--- src/design/option_cfg_pkg.sv ---
package option_cfg_pkg;

  // option byte 0 field positions
  localparam int HALT_WDG_POS      = 7;  // reset on halt entry when set
  localparam int WDG_TYPE_POS      = 6;  // 0 hardware, 1 software
  localparam int CLK_SAFETY_POS    = 5;  // 0 clock filter and backup oscillator on
  localparam int VD_HI_POS         = 4;  // voltage detect level msb
  localparam int VD_LO_POS         = 3;  // voltage detect level lsb
  localparam int PKG_LO_POS        = 1;  // package select low bit
  localparam int READOUT_LOCK_POS  = 0;  // 0 protection on
  // option byte 1 field positions
  localparam int PKG_HI_POS        = 7;  // package select high bit
  localparam int RST_DELAY_POS     = 6;  // 0 long delay, 1 short delay
  localparam int OSC_KIND_HI_POS   = 5;  // oscillator kind msb
  localparam int OSC_KIND_LO_POS   = 4;  // oscillator kind lsb
  localparam int OSC_BAND_HI_POS   = 3;  // oscillator band msb
  localparam int OSC_BAND_LO_POS   = 1;  // oscillator band lsb
  localparam int DOUBLER_OFF_POS   = 0;  // 0 doubler on

  // erased flash content, and the as-shipped second byte with internal rc selected
  localparam logic [7:0] BYTE0_DEFAULT = 8'hE7;
  localparam logic [7:0] BYTE1_DEFAULT = 8'hEF;
  localparam logic [7:0] ERASED_BYTE   = 8'hFF;

  // reset phase lengths in cpu cycles
  localparam logic [12:0] LONG_DELAY_CYCLES  = 13'h1000;
  localparam logic [12:0] SHORT_DELAY_CYCLES = 13'h0100;

  // voltage detect codes
  localparam logic [1:0] VD_OFF     = 2'h3;
  localparam logic [1:0] VD_HIGHEST = 2'h0;

  // oscillator kinds
  typedef enum logic [1:0] {
    OSC_RESONATOR = 2'b00,
    OSC_EXT_RC    = 2'b01,
    OSC_INT_RC    = 2'b10,
    OSC_EXTERNAL  = 2'b11
  } osc_kind_type;

  // oscillator bands
  localparam logic [2:0] BAND_1_2MHZ  = 3'h0;
  localparam logic [2:0] BAND_2_4MHZ  = 3'h1;
  localparam logic [2:0] BAND_4_8MHZ  = 3'h2;
  localparam logic [2:0] BAND_8_16MHZ = 3'h3;

  // programming commands
  localparam logic [1:0] CMD_NONE  = 2'h0;
  localparam logic [1:0] CMD_WRITE = 2'h1;
  localparam logic [1:0] CMD_ERASE = 2'h2;
  localparam logic [1:0] CMD_READ  = 2'h3;

  // loader sequence states
  typedef enum logic [1:0] {
    ST_LOAD     = 2'b00,
    ST_DELAY    = 2'b01,
    ST_RUN      = 2'b10,
    ST_HALT_EXT = 2'b11
  } load_state_type;

endpackage

--- src/design/reset_delay_counter.sv ---
`timescale 1ns/1ns
// counts a reset phase or halt-exit delay and flags completion
module reset_delay_counter (
  input  wire logic        clock,      // cpu clock
  input  wire logic        srst,       // synchronous reset, active high
  input  wire logic        start,      // one-cycle pulse: begin counting
  input  wire logic        short_sel,  // 1 selects the short delay
  output logic             busy,       // high while counting
  output logic             done        // one-cycle pulse at the end
);

  logic [12:0] count;       // cycles left
  logic [12:0] next_count;  // next cycles left
  logic        next_busy;   // next busy
  logic        next_done;   // next done

  // load on start, then count down to one
  always_comb begin
    next_count = count;
    next_busy  = busy;
    next_done  = 1'b0;
    if (start) begin
      next_count = short_sel ? option_cfg_pkg::SHORT_DELAY_CYCLES : option_cfg_pkg::LONG_DELAY_CYCLES;
      next_busy  = 1'b1;
    end else if (busy) begin
      if (count == 13'h0001) begin
        next_busy = 1'b0;
        next_done = 1'b1;
      end else begin
        next_count = count - 13'h0001;
      end
    end
  end

  // registers only
  always_ff @(posedge clock) begin
    if (srst) begin
      count <= 13'h0000;
      busy  <= 1'b0;
      done  <= 1'b0;
    end else begin
      count <= next_count;
      busy  <= next_busy;
      done  <= next_done;
    end
  end

endmodule

--- src/design/static_option_byte_decoder.sv ---
`timescale 1ns/1ns
// Function
// - halt with active watchdog resets if enabled
// - watchdog type hardware or software
// - clock safety bit low enables filter, backup
// - voltage detect field selects threshold or off
// - read-out lock low blocks test/programming access
// - option erase under lock erases user memory first
// - low supply detector off while locked
// - both package bits zero select 44-pin
// - unbonded pads reset as pulled-up inputs
// - delay select gives 4096 or 256 cycles
// - with clock safety, count starts at once
// - oscillator kind field picks clock source
// - band field sets resonator drive range
// - doubler off bit low enables doubling
// - option bytes reachable only in programming mode
// - mask variants use fixed factory values
// - flash delivered with internal rc selected
module static_option_byte_decoder #(
  parameter bit         MASK_VARIANT = 1'b0,   // 1: values come from factory code
  parameter logic [7:0] MASK_BYTE0   = 8'hE7,  // factory code byte 0
  parameter logic [7:0] MASK_BYTE1   = 8'hEF   // factory code byte 1
) (
  input  wire logic       clock,                       // cpu clock, 50 MHz
  input  wire logic       srst,                        // synchronous reset, active high
  input  wire logic       in_circuit_programming,      // programming mode active
  input  wire logic [1:0] prog_cmd,                    // programming command, one cycle
  input  wire logic       prog_sel,                    // 0 byte 0, 1 byte 1
  input  wire logic [7:0] prog_wdata,                  // write data
  input  wire logic       user_erase_done,             // user memory erase finished, pulse
  input  wire logic       watchdog_active,             // watchdog currently running
  input  wire logic       halt_request,                // cpu enters halt, pulse
  input  wire logic       halt_wakeup,                 // halt exit requested, pulse
  output logic [7:0]      prog_rdata,                  // read data
  output logic            prog_rvalid,                 // read data valid, pulse
  output logic            prog_busy,                   // erase sequence running
  output logic            user_erase_req,              // erase whole user memory, pulse
  output logic            halt_watchdog_reset_option,  // reset on halt entry enabled
  output logic            watchdog_type_select,        // 1 software watchdog
  output logic            watchdog_always_on,          // hardware watchdog forced on
  output logic            clock_safety_on,             // clock filter and backup osc on
  output logic [1:0]      voltage_detect_level,        // detector threshold code
  output logic            supply_drop_detector,        // low supply detector enable
  output logic            supply_warning_detector,     // supply warning detector enable
  output logic            readout_lock_n,              // 0 protection enabled
  output logic            readout_block,               // block flash access in test/icp
  output logic            package_44pin,               // 44-pin package selected
  output logic            unbonded_pad_pullup,         // unbonded pads held pulled-up inputs
  output logic            reset_delay_select,          // 1 short reset delay
  output logic [1:0]      oscillator_kind,             // main clock source
  output logic [2:0]      oscillator_band,             // resonator band or frequency
  output logic            band_1_2mhz,                 // resonator band 1-2 MHz
  output logic            band_2_4mhz,                 // resonator band 2-4 MHz
  output logic            band_4_8mhz,                 // resonator band 4-8 MHz
  output logic            band_8_16mhz,                // resonator band 8-16 MHz
  output logic            doubler_on,                  // clock doubler enabled
  output logic            delay_on_backup_clock,       // delay counted on backup osc
  output logic            cpu_reset,                   // cpu held in reset or halt exit
  output logic            halt_reset                   // reset from halt entry, pulse
);

  // non-volatile storage of the two option bytes
  // power-on content has internal rc selected
  logic [7:0] nv_byte0 = option_cfg_pkg::BYTE0_DEFAULT;  // stored byte 0, only clocked writes change it
  logic [7:0] nv_byte1 = option_cfg_pkg::BYTE1_DEFAULT;  // stored byte 1, only clocked writes change it
  logic [7:0] next_nv_byte0;   // next stored byte 0
  logic [7:0] next_nv_byte1;   // next stored byte 1
  // latched copies applied to the device
  logic [7:0] static_config_byte_0;       // applied byte 0
  logic [7:0] static_config_byte_1;       // applied byte 1
  logic [7:0] next_static_config_byte_0;  // next applied byte 0
  logic [7:0] next_static_config_byte_1;  // next applied byte 1
  logic       erase_pending;              // option erase waits for user erase
  logic       next_erase_pending;         // next erase pending
  logic       next_user_erase_req;        // next user erase pulse
  logic [7:0] next_prog_rdata;            // next read data
  logic       next_prog_rvalid;           // next read valid
  option_cfg_pkg::load_state_type state;       // loader state
  option_cfg_pkg::load_state_type next_state;  // next loader state
  logic       delay_start;                // start the delay counter
  logic       delay_busy;                 // counter running
  logic       delay_done;                 // counter finished
  logic       next_cpu_reset;             // next cpu reset
  logic       next_halt_reset;            // next halt reset
  logic       halt_to_reset;              // halt entry must reset

  // pick a bit of a byte
  function automatic logic pick(input logic [7:0] b, input int pos);
    pick = b[pos[2:0]];
  endfunction

  // storage and programming port
  always_comb begin
    next_nv_byte0       = nv_byte0;
    next_nv_byte1       = nv_byte1;
    next_erase_pending  = erase_pending;
    next_user_erase_req = 1'b0;
    next_prog_rdata     = prog_rdata;
    next_prog_rvalid    = 1'b0;
    if (in_circuit_programming && !erase_pending) begin
      unique case (prog_cmd)
        option_cfg_pkg::CMD_WRITE: begin
          // flash programming only clears bits
          if (prog_sel) begin
            next_nv_byte1 = nv_byte1 & prog_wdata;
          end else begin
            next_nv_byte0 = nv_byte0 & prog_wdata;
          end
        end
        option_cfg_pkg::CMD_ERASE: begin
          // locked part erases user memory first
          if (!pick(nv_byte0, option_cfg_pkg::READOUT_LOCK_POS)) begin
            next_erase_pending  = 1'b1;
            next_user_erase_req = 1'b1;
          end else begin
            next_nv_byte0 = option_cfg_pkg::ERASED_BYTE;
            next_nv_byte1 = option_cfg_pkg::ERASED_BYTE;
          end
        end
        option_cfg_pkg::CMD_READ: begin
          next_prog_rdata  = prog_sel ? nv_byte1 : nv_byte0;
          next_prog_rvalid = 1'b1;
        end
        option_cfg_pkg::CMD_NONE: begin
          next_prog_rvalid = 1'b0;
        end
      endcase
    end
    if (erase_pending && user_erase_done) begin
      next_nv_byte0      = option_cfg_pkg::ERASED_BYTE;
      next_nv_byte1      = option_cfg_pkg::ERASED_BYTE;
      next_erase_pending = 1'b0;
    end
  end

  // storage registers; the stored bytes are non-volatile and survive reset
  always_ff @(posedge clock) begin
    if (srst) begin
      erase_pending  <= 1'b0;
      user_erase_req <= 1'b0;
      prog_rdata     <= 8'h00;
      prog_rvalid    <= 1'b0;
      prog_busy      <= 1'b0;
    end else begin
      erase_pending  <= next_erase_pending;
      user_erase_req <= next_user_erase_req;
      prog_rdata     <= next_prog_rdata;
      prog_rvalid    <= next_prog_rvalid;
      prog_busy      <= next_erase_pending;
    end
    nv_byte0 <= next_nv_byte0;
    nv_byte1 <= next_nv_byte1;
  end

  // loader: capture during reset, then hold until next reset
  always_comb begin
    next_static_config_byte_0 = static_config_byte_0;
    next_static_config_byte_1 = static_config_byte_1;
    next_state                = state;
    delay_start               = 1'b0;
    next_halt_reset           = 1'b0;
    unique case (state)
      option_cfg_pkg::ST_LOAD: begin
        next_static_config_byte_0 = MASK_VARIANT ? MASK_BYTE0 : nv_byte0;
        next_static_config_byte_1 = MASK_VARIANT ? MASK_BYTE1 : nv_byte1;
        delay_start = 1'b1;
        next_state  = option_cfg_pkg::ST_DELAY;
      end
      option_cfg_pkg::ST_DELAY: begin
        if (delay_done) begin
          next_state = option_cfg_pkg::ST_RUN;
        end
      end
      option_cfg_pkg::ST_RUN: begin
        if (halt_request && halt_to_reset) begin
          next_halt_reset = 1'b1;
        end else if (halt_request) begin
          next_state = option_cfg_pkg::ST_HALT_EXT;
        end
      end
      option_cfg_pkg::ST_HALT_EXT: begin
        // halt exit uses the same delay
        if (halt_wakeup) begin
          delay_start = 1'b1;
          next_state  = option_cfg_pkg::ST_DELAY;
        end
      end
    endcase
  end

  assign halt_to_reset = pick(static_config_byte_0, option_cfg_pkg::HALT_WDG_POS) && watchdog_active;
  assign next_cpu_reset = (next_state != option_cfg_pkg::ST_RUN);

  // loader registers
  always_ff @(posedge clock) begin
    if (srst) begin
      state                <= option_cfg_pkg::ST_LOAD;
      static_config_byte_0 <= option_cfg_pkg::ERASED_BYTE;
      static_config_byte_1 <= option_cfg_pkg::ERASED_BYTE;
      cpu_reset            <= 1'b1;
      halt_reset           <= 1'b0;
    end else begin
      state                <= next_state;
      static_config_byte_0 <= next_static_config_byte_0;
      static_config_byte_1 <= next_static_config_byte_1;
      cpu_reset            <= next_cpu_reset;
      halt_reset           <= next_halt_reset;
    end
  end

  // delay length picked from the byte being applied
  reset_delay_counter u_delay (
    .clock     (clock),
    .srst      (srst),
    .start     (delay_start),
    .short_sel (pick(next_static_config_byte_1, option_cfg_pkg::RST_DELAY_POS)),
    .busy      (delay_busy),
    .done      (delay_done)
  );

  // decoded settings, registered so every output is a flip-flop
  always_ff @(posedge clock) begin
    if (srst) begin
      halt_watchdog_reset_option <= 1'b1;
      watchdog_type_select       <= 1'b1;
      watchdog_always_on         <= 1'b0;
      clock_safety_on            <= 1'b0;
      voltage_detect_level       <= option_cfg_pkg::VD_OFF;
      supply_drop_detector       <= 1'b0;
      supply_warning_detector    <= 1'b0;
      readout_lock_n             <= 1'b1;
      readout_block              <= 1'b0;
      package_44pin              <= 1'b0;
      unbonded_pad_pullup        <= 1'b1;
      reset_delay_select         <= 1'b1;
      oscillator_kind            <= option_cfg_pkg::OSC_INT_RC;
      oscillator_band            <= option_cfg_pkg::BAND_8_16MHZ;
      band_1_2mhz                <= 1'b0;
      band_2_4mhz                <= 1'b0;
      band_4_8mhz                <= 1'b0;
      band_8_16mhz               <= 1'b0;
      doubler_on                 <= 1'b0;
      delay_on_backup_clock      <= 1'b0;
    end else begin
      halt_watchdog_reset_option <= pick(static_config_byte_0, option_cfg_pkg::HALT_WDG_POS);
      watchdog_type_select       <= pick(static_config_byte_0, option_cfg_pkg::WDG_TYPE_POS);
      watchdog_always_on         <= !pick(static_config_byte_0, option_cfg_pkg::WDG_TYPE_POS);
      clock_safety_on            <= !pick(static_config_byte_0, option_cfg_pkg::CLK_SAFETY_POS);
      voltage_detect_level       <= static_config_byte_0[option_cfg_pkg::VD_HI_POS:option_cfg_pkg::VD_LO_POS];
      // code 11 turns both detectors off
      supply_drop_detector       <= (static_config_byte_0[option_cfg_pkg::VD_HI_POS:option_cfg_pkg::VD_LO_POS]
                                     != option_cfg_pkg::VD_OFF)
                                    && pick(static_config_byte_0, option_cfg_pkg::READOUT_LOCK_POS);
      supply_warning_detector    <= static_config_byte_0[option_cfg_pkg::VD_HI_POS:option_cfg_pkg::VD_LO_POS]
                                    != option_cfg_pkg::VD_OFF;
      // lock low blocks test and icp access
      readout_lock_n             <= pick(static_config_byte_0, option_cfg_pkg::READOUT_LOCK_POS);
      readout_block              <= !pick(static_config_byte_0, option_cfg_pkg::READOUT_LOCK_POS);
      package_44pin              <= !pick(static_config_byte_1, option_cfg_pkg::PKG_HI_POS)
                                    && !pick(static_config_byte_0, option_cfg_pkg::PKG_LO_POS);
      // pads stay pulled-up inputs after reset
      unbonded_pad_pullup        <= 1'b1;
      reset_delay_select         <= pick(static_config_byte_1, option_cfg_pkg::RST_DELAY_POS);
      oscillator_kind            <=
        static_config_byte_1[option_cfg_pkg::OSC_KIND_HI_POS:option_cfg_pkg::OSC_KIND_LO_POS];
      oscillator_band            <=
        static_config_byte_1[option_cfg_pkg::OSC_BAND_HI_POS:option_cfg_pkg::OSC_BAND_LO_POS];
      // drive range only for resonator source
      band_1_2mhz  <= is_res_band(option_cfg_pkg::BAND_1_2MHZ);
      band_2_4mhz  <= is_res_band(option_cfg_pkg::BAND_2_4MHZ);
      band_4_8mhz  <= is_res_band(option_cfg_pkg::BAND_4_8MHZ);
      band_8_16mhz <= is_res_band(option_cfg_pkg::BAND_8_16MHZ);
      // active-low doubler enable; bad combos are the programmer's problem
      doubler_on                 <= !pick(static_config_byte_1, option_cfg_pkg::DOUBLER_OFF_POS);
      delay_on_backup_clock      <= delay_busy && !pick(static_config_byte_0, option_cfg_pkg::CLK_SAFETY_POS);
    end
  end

  // resonator band match on the applied byte
  function automatic logic is_res_band(input logic [2:0] band);
    is_res_band = (static_config_byte_1[option_cfg_pkg::OSC_KIND_HI_POS:option_cfg_pkg::OSC_KIND_LO_POS]
                   == option_cfg_pkg::OSC_RESONATOR)
                  && (static_config_byte_1[option_cfg_pkg::OSC_BAND_HI_POS:option_cfg_pkg::OSC_BAND_LO_POS] == band);
  endfunction

endmodule

--- config.mk ---
export PLATFORM = sky130hd
export DESIGN_NAME = static_option_byte_decoder
export DESIGN_NICKNAME = d
export VERILOG_FILES = /design/src/design/option_cfg_pkg.sv /design/src/design/reset_delay_counter.sv /design/src/design/static_option_byte_decoder.sv
export SDC_FILE = /design/constraint.sdc
export NUM_CORES = 1
export LEC_CHECK = 0
export ABC_AREA = 1
export CAP_MARGIN = 5
export CORE_MARGIN = 3
export CORE_UTILIZATION = 56
export CTS_CLUSTER_SIZE = 16
export DETAILED_ROUTE_END_ITERATION = 8
export DONT_BUFFER_PORTS = 1
export PLACE_DENSITY = 0.74
export SLEW_MARGIN = 30
export SYNTH_ARGS = -nofsm -noshare
export SYNTH_HDL_FRONTEND = slang
export SYNTH_HIERARCHICAL = 1
export SYNTH_SLANG_ARGS = --single-unit
--- constraint.sdc ---
create_clock -name clock -period 2.1 [get_ports clock]
set_input_delay 0.315 -clock clock [delete_from_list [all_inputs] [get_ports clock]]
set_output_delay 0.315 -clock clock [all_outputs]
set_load 0.1 [all_outputs]
==> impl_metrics.toml, run 1 <==
[finish]
instances_no_fill = 574
final_core_occ = 0.663
layout.cells.most_common_list = "sky130_fd_sc_hd__nand2_1 (105), sky130_fd_sc_hd__dfxtp_1 (84), sky130_fd_sc_hd__nor2_1 (51)"
antenna-diode-count = 0
layout_cell_share_with_drive_strength_beyond_1 = 0.178
most_common_library_cell_in_the_layout_ignoring_fill_and_taps = "sky130_fd_sc_hd__nand2_1"
total_number_of_nets_in_the_final_design = 519
syn2layout_area_growth_pct = 13.2

[die]
rows = 28
io_pins = 55
die_width_um = 85.4
core_footprint_um2 = 6030
die_h_um = 85.4
die-area_um2 = 7290
initial_util = 0.586

[route]
routed-via-count = 3061
drt-total-wl_um = 7590
route.detailed.drc = 0
route.detailed.vias_per_inst = 5.33
drtPass1Iterations = 6
final_antenna_net_count = 0
initialDrtViolationCount = 212
wl_per_cell_um = 13.2

[clock_tree]
clkSlewWorstSetupHoldPaths_ps = 80
cts_resized = 0
clock_tree_from_tritoncts = "done"
post_cts_buffers = 0
cts-buffers-inserted = 9
tritoncts_num_sinks = 84
cts_hold_buf = 0
cts_max_level = 3
cts_max_path_buffers = 2
cts_root_buf = "sky130_fd_sc_hd__clkbuf_8"
insertion_delay_ps = 350

[placement]
dp_cells = 558
gp_congestion = 0.866
buffer_ports.inserted = 0
hpwlAfterDp_um = 5560

[timing]
worst_pin_slew_ps = 591
report.final.slew_viol_count = 0
max_clock_freq_ghz = 0.529
setup-tns-final_ps = 0
min_period_over_period = 0.900
layout_min_cycle_time_ps = 1890
final-setup-viol-count = 0
grt_setup_unrepaired = "false"
final-hold-violation-count = 0
worst_clock_skew_ps = 8.93
max_slew_margin = 0.606

[yosys]
synthesis.area_um2 = 3530
synthDominantCellAreaShare = 0.476
syn_inst = 459
synth.distinct_cells = 37
synth.area.top_cells = "sky130_fd_sc_hd__dfxtp_1 (48%), sky130_fd_sc_hd__nand2_1 (11%), sky130_fd_sc_hd__nor2_1 (5.4%)"
yosys.area.top_type = "sky130_fd_sc_hd__dfxtp_1"
ys_warn_count = 6
mapped_avg_cell_area_um2 = 7.69
ys_seq_elements = 84
synth.yosys.seq_area_share = 0.476
nets_in_the_synthesized_netlist = 484

[pwr]
cellLeakagePower_nw = 1.89
finalPower_mw = 4.35
worst_ir_drop_vdd_mv = 0.661
power_per_standard_cell_area_nw_per_um2 = 1090

[global_route]
grt_first_pass_wirelength_um = 12700
antenna_found_initial = 0
grt_start_max_net_pins = 34
grt.total_usage = 0.214
gr-total-overflow = 0
first_global_vias = 2796

[worst_setup_path]
timing.critical_path.fanout_max = 16
worstSetupPathType = "reg -> reg"
critPathLaunchType = "flip-flop"
worstPathRequired_ps = 2340
setup.worst_path.end_class = "flip-flop"
worst_ep_arrival_time_ps = 2130

[job]
max_cap_violations = 0

[hold_path]
hold_class = "in -> reg"

[outcome]
status = "finished, final reports clean"
-- synthesized netlist by cell type, drive strengths merged --
cell type,n
nand2,114
dfxtp,84
nor2,56
inv,49
nand3,36
o21ai,32
a21oi,15
buf,14
nand4,10
a31oi,9
nor3,8
ha,7
o211ai,5
clkbuf,4
or2,4
a21boi,2
and2,2
nor3b,2
and3,1
conb,1
nand3b,1
o22ai,1
o31ai,1
xor2,1
-- area by class of cell --
type,instances,area (um^2)
Tap cell,75,93.8
Inverter,49,184
Clock inverter,7,50.0
Timing Repair Buffer,42,315
Sequential cell,84,1680
Clock buffer,9,124
Fill cell,551,2030
Multi-Input combinational cell,308,1550
-- report_power, final --
group	internal, mW	switching [mW]
sequential	1.84	0.201
combinational	0.380	0.903
clock	0.436	0.594
-- metrics by stage --
| stage | setup slack [ps] | hold slack (ps) | instance area, um^2 |
|---|---|---|---|
| 3_3_place_gp | 331 | 383 | 3820 |
| 6_report | 209 | 26.1 | 3990 |
| 2_1_floorplan | 97.3 | 377 | 3530 |
| 3_5_place_dp | 236 | 386 | 3820 |
| 4_1_cts | 212 | 6.33 | 3990 |
| 5_1_grt | 61.1 | 4.21 | 3990 |
-- worst max-delay path: stages (launching register included) --
cell	delay (ps)
sky130_fd_sc_hd__dfxtp_1	420
sky130_fd_sc_hd__inv_1	100
sky130_fd_sc_hd__ha_1	300
sky130_fd_sc_hd__a21oi_2	50
sky130_fd_sc_hd__inv_2	110
sky130_fd_sc_hd__nand3_2	90
sky130_fd_sc_hd__nor2_2	180
sky130_fd_sc_hd__nand2_4	100
sky130_fd_sc_hd__nand2_4	180
sky130_fd_sc_hd__nor2_1	60
sky130_fd_sc_hd__o21ai_0	150
sky130_fd_sc_hd__nor2_1	50
-- cell families after synthesis --
group,after synthesis,synth area share
flops,84,0.476
fa+ha+maj,7,0.0248
other cells,1,0.00106
buf+inv,67,0.0868
simple gates,234,0.302
xor+xnor,1,0.00248
compound gates,65,0.107
-- flip-flops by register name, summed over array words and instances (netlist names), 2 cells and up --
signal / flops
voltage_detect_level: 2
u_delay/count: 13
nv_byte0: 8
static_config_byte_1: 8
state: 2
oscillator_band: 3
static_config_byte_0: 7
oscillator_kind: 2
prog_rdata: 8
nv_byte1: 8
-- per-layer routing --
metal / wire, um / share of wire / vias up / track usage
met2: 3500 / 0.46 / 92 / 0.338
met5: 0 / 0 / - / 0
met4: 89 / 0.012 / 0 / 0.0835
met3: 478 / 0.063 / 8 / 0.0408
met1: 3520 / 0.46 / 1411 / 0.290
li1: - / - / 1550 / -
-- final timing paths --
kind                                         startpoint          endpoint  slack [ps]  cells after the start
worst min-delay path                               srst  u_delay/count[4]          30                      1
worst max-delay path                           state[1]  u_delay/count[5]         210                     11
worst min register to register  static_config_byte_1[0]        doubler_on         420                      1
worst max register to register                 state[1]  u_delay/count[5]         210                     11
Note: power is estimated with default switching activity, not from simulation.
==> inputs of run 2 (changes only) <==
--- a/config.mk
+++ b/config.mk
@@ -14,3 +14,3 @@
 export DONT_BUFFER_PORTS = 1
-export PLACE_DENSITY = 0.74
+export PLACE_DENSITY = 0.84
 export SLEW_MARGIN = 30
==> constraint.sdc (replaced) <==
create_clock -name clock -period 2.1 [get_ports clock]
set_input_delay 0.105 -clock clock [delete_from_list [all_inputs] [get_ports clock]]
set_output_delay 0.105 -clock clock [all_outputs]
set_load 0.1 [all_outputs]
==> run 2 against run 1 <==
Effect of this change: global-route usage grew 2.7 points; combinational power grew 5%; critical path depth shrank 2; clock-buffer cell count grew 1; fmax shrank 3.6%; total power grew 2.3%; clock skew grew 5.1 ps; sequential share of layout area shrank 1.7 points; register-to-register slack lost 70 ps; critical endpoint is now u_delay/count[7]; largest power group unchanged.
==> impl_metrics.toml, run 2 (synthesis gave the netlist of run 1 again) <==
[outcome]
status = "finished, final reports clean"

[finish]
syn2layout_area_growth_pct = 17.9
final_core_occ = 0.691
antenna-diode-count = 0
post-route-cell-area_um2 = 4160
largest_reg_flops = 13
ff_latch_area_um2 = 1680
final.fill_count = 468
multi_input_comb_area_um2 = 1560
most_common_library_cell_in_the_layout_ignoring_fill_and_taps = "sky130_fd_sc_hd__nand2_1"
regMostFlops = "u_delay/count"
layout.cells.most_common_list = "sky130_fd_sc_hd__nand2_1 (105), sky130_fd_sc_hd__dfxtp_1 (83), sky130_fd_sc_hd__nor2_1 (51)"
layout_cell_share_with_drive_strength_beyond_1 = 0.173
instances_no_fill = 588
total_number_of_nets_in_the_final_design = 533

[global_route]
gr-usage-met2 = 0.405
grt_first_pass_wirelength_um = 14100
gr-total-overflow = 0
grt.total_usage = 0.241
grt_use_met3 = 0.0534
grt_start_max_net_pins = 33
gr-usage-met1 = 0.294
first_global_vias = 3052
antenna_found_initial = 0
most_heavily_used_metal_layer_in_global_routing = "met2"

[route]
final_antenna_net_count = 0
route.detailed.drc = 0
initialDrtViolationCount = 174
drt-total-wl_um = 8260
drtPass1Iterations = 5
wl_per_cell_um = 14.0
routed-via-count = 3183
route.detailed.vias_per_inst = 5.41

[worst_setup_path]
critPathMaxStageDelay_ps = 420
cpMostUsedCell = "sky130_fd_sc_hd__nor2_1"
critical-path-slowest-cell = "sky130_fd_sc_hd__dfxtp_1"
worst_ep_arrival_time_ps = 2190
reg2reg_setup_slack_ps = 140
worstPathCellList = "inv_1, ha_1, a21oi_4, inv_2, nand2_2, a21boi_2, nor2_1, nor2_1, nor2_1"
worstPathRequired_ps = 2330
worstSetupPathType = "reg -> reg"
critPathLaunchType = "flip-flop"
critical_path_buf_inv_count = 2
setup.worst_path.end_class = "flip-flop"
worst_path_dominant_cell_family = "compound AO/OA/AOI/OAI gates"
timing.critical_path.fanout_max = 5

[clock_tree]
insertion_delay_ps = 370
cts_max_path_buffers = 2
cts-buffers-inserted = 9
tritoncts_num_sinks = 84
clkSlewWorstSetupHoldPaths_ps = 100
clock_tree_from_tritoncts = "done"
cts_root_buf = "sky130_fd_sc_hd__clkbuf_8"
cts_max_level = 3
post_cts_buffers = 0

[timing]
max_clock_freq_ghz = 0.510
max_slew_margin = 0.571
setup-tns-final_ps = 0
final-setup-viol-count = 0
grt_setup_unrepaired = "false"
min_period_over_period = 0.934
layout_min_cycle_time_ps = 1960
worst_clock_skew_ps = 14.0
fin_hold_ws_ps = 22.2
final-hold-violation-count = 0
worst_pin_slew_ps = 643
report.final.slew_viol_count = 0

[die]
die_width_um = 85.4
rows = 28
core_footprint_um2 = 6030
initial_util = 0.586
die-area_um2 = 7290
die_h_um = 85.4
io_pins = 55

[pwr]
worst_ir_drop_vdd_mv = 0.580
power_per_standard_cell_area_nw_per_um2 = 1070
cellLeakagePower_nw = 1.94

[placement]
gp_congestion = 0.910
placedInstanceArea_um2 = 3800
hpwlAfterDp_um = 5580
buffer_ports.inserted = 0
dp_cells = 556

[hold_path]
hold_class = "in -> reg"

[job]
max_cap_violations = 0
## run 2: cell types whose count changed in the layout (fill, tap and decap cells not counted), sizes merged
| cell | before | now |
|---|---|---|
| inv | 51 | 52 |
| clkinv | 5 | 1 |
| buf | 42 | 41 |
| dlygate4sd3 | 0 | 15 |
| clkbuf | 9 | 10 |
| clkinvlp | 0 | 2 |
## run 2: tightest hold or removal path, stage by stage
cell	delay, ps
sky130_fd_sc_hd__nand2_1	40
sky130_fd_sc_hd__nand2_1	50
sky130_fd_sc_hd__nand4_1	80
sky130_fd_sc_hd__nand3_1	70
## run 2: repair_timing
action | 4_1_cts | 5_1_grt
hold buffers | 16 | 0
endpoints found under the setup margin | 0 | 5
resized for setup | 0 | 3
hold endpoints to repair | 53 | 0
## run 2: per-layer routing
layer | share of wire | vias up | wire [um]
met5 | 0 | - | 0
met4 | 0.025 | 0 | 204
met3 | 0.080 | 24 | 658
met2 | 0.49 | 126 | 4030
met1 | 0.41 | 1454 | 3370
li1 | - | 1579 | -
## run 2: layout make-up
cell class	count	area share
Timing Repair Buffer	56	0.109
Tap cell	75	0.0225
Multi-Input combinational cell	308	0.375
Clock inverter	6	0.0111
Clock buffer	10	0.0331
Inverter	49	0.0442
Sequential cell	84	0.404
## run 2: through the flow
step | setup WS, ps | power, mW
global placement | 323 | 3.28
detailed placement | 184 | 3.33
floorplan | 97.3 | 3.08
CTS | 133 | 4.43
finish | 139 | 4.45
global route | 30.8 | 4.70
## run 2: where the power goes
group,total (mW),internal [mW],switching (mW),leakage (nW)
Sequential,2.03,1.84,0.196,0.695
Combinational,1.34,0.399,0.940,1.16
Clock,1.08,0.472,0.607,0.0897
Total,4.45,2.71,1.74,1.94
## run 2: path summary, 6_finish.rpt
path                                         startpoint                to  depth (start not counted)
worst min-delay path                      prog_wdata[0]       nv_byte1[0]                          4
worst max register to register                 state[0]  u_delay/count[7]                          9
worst min register to register  static_config_byte_1[7]     package_44pin                          1
worst max-delay path                           state[0]  u_delay/count[7]                          9
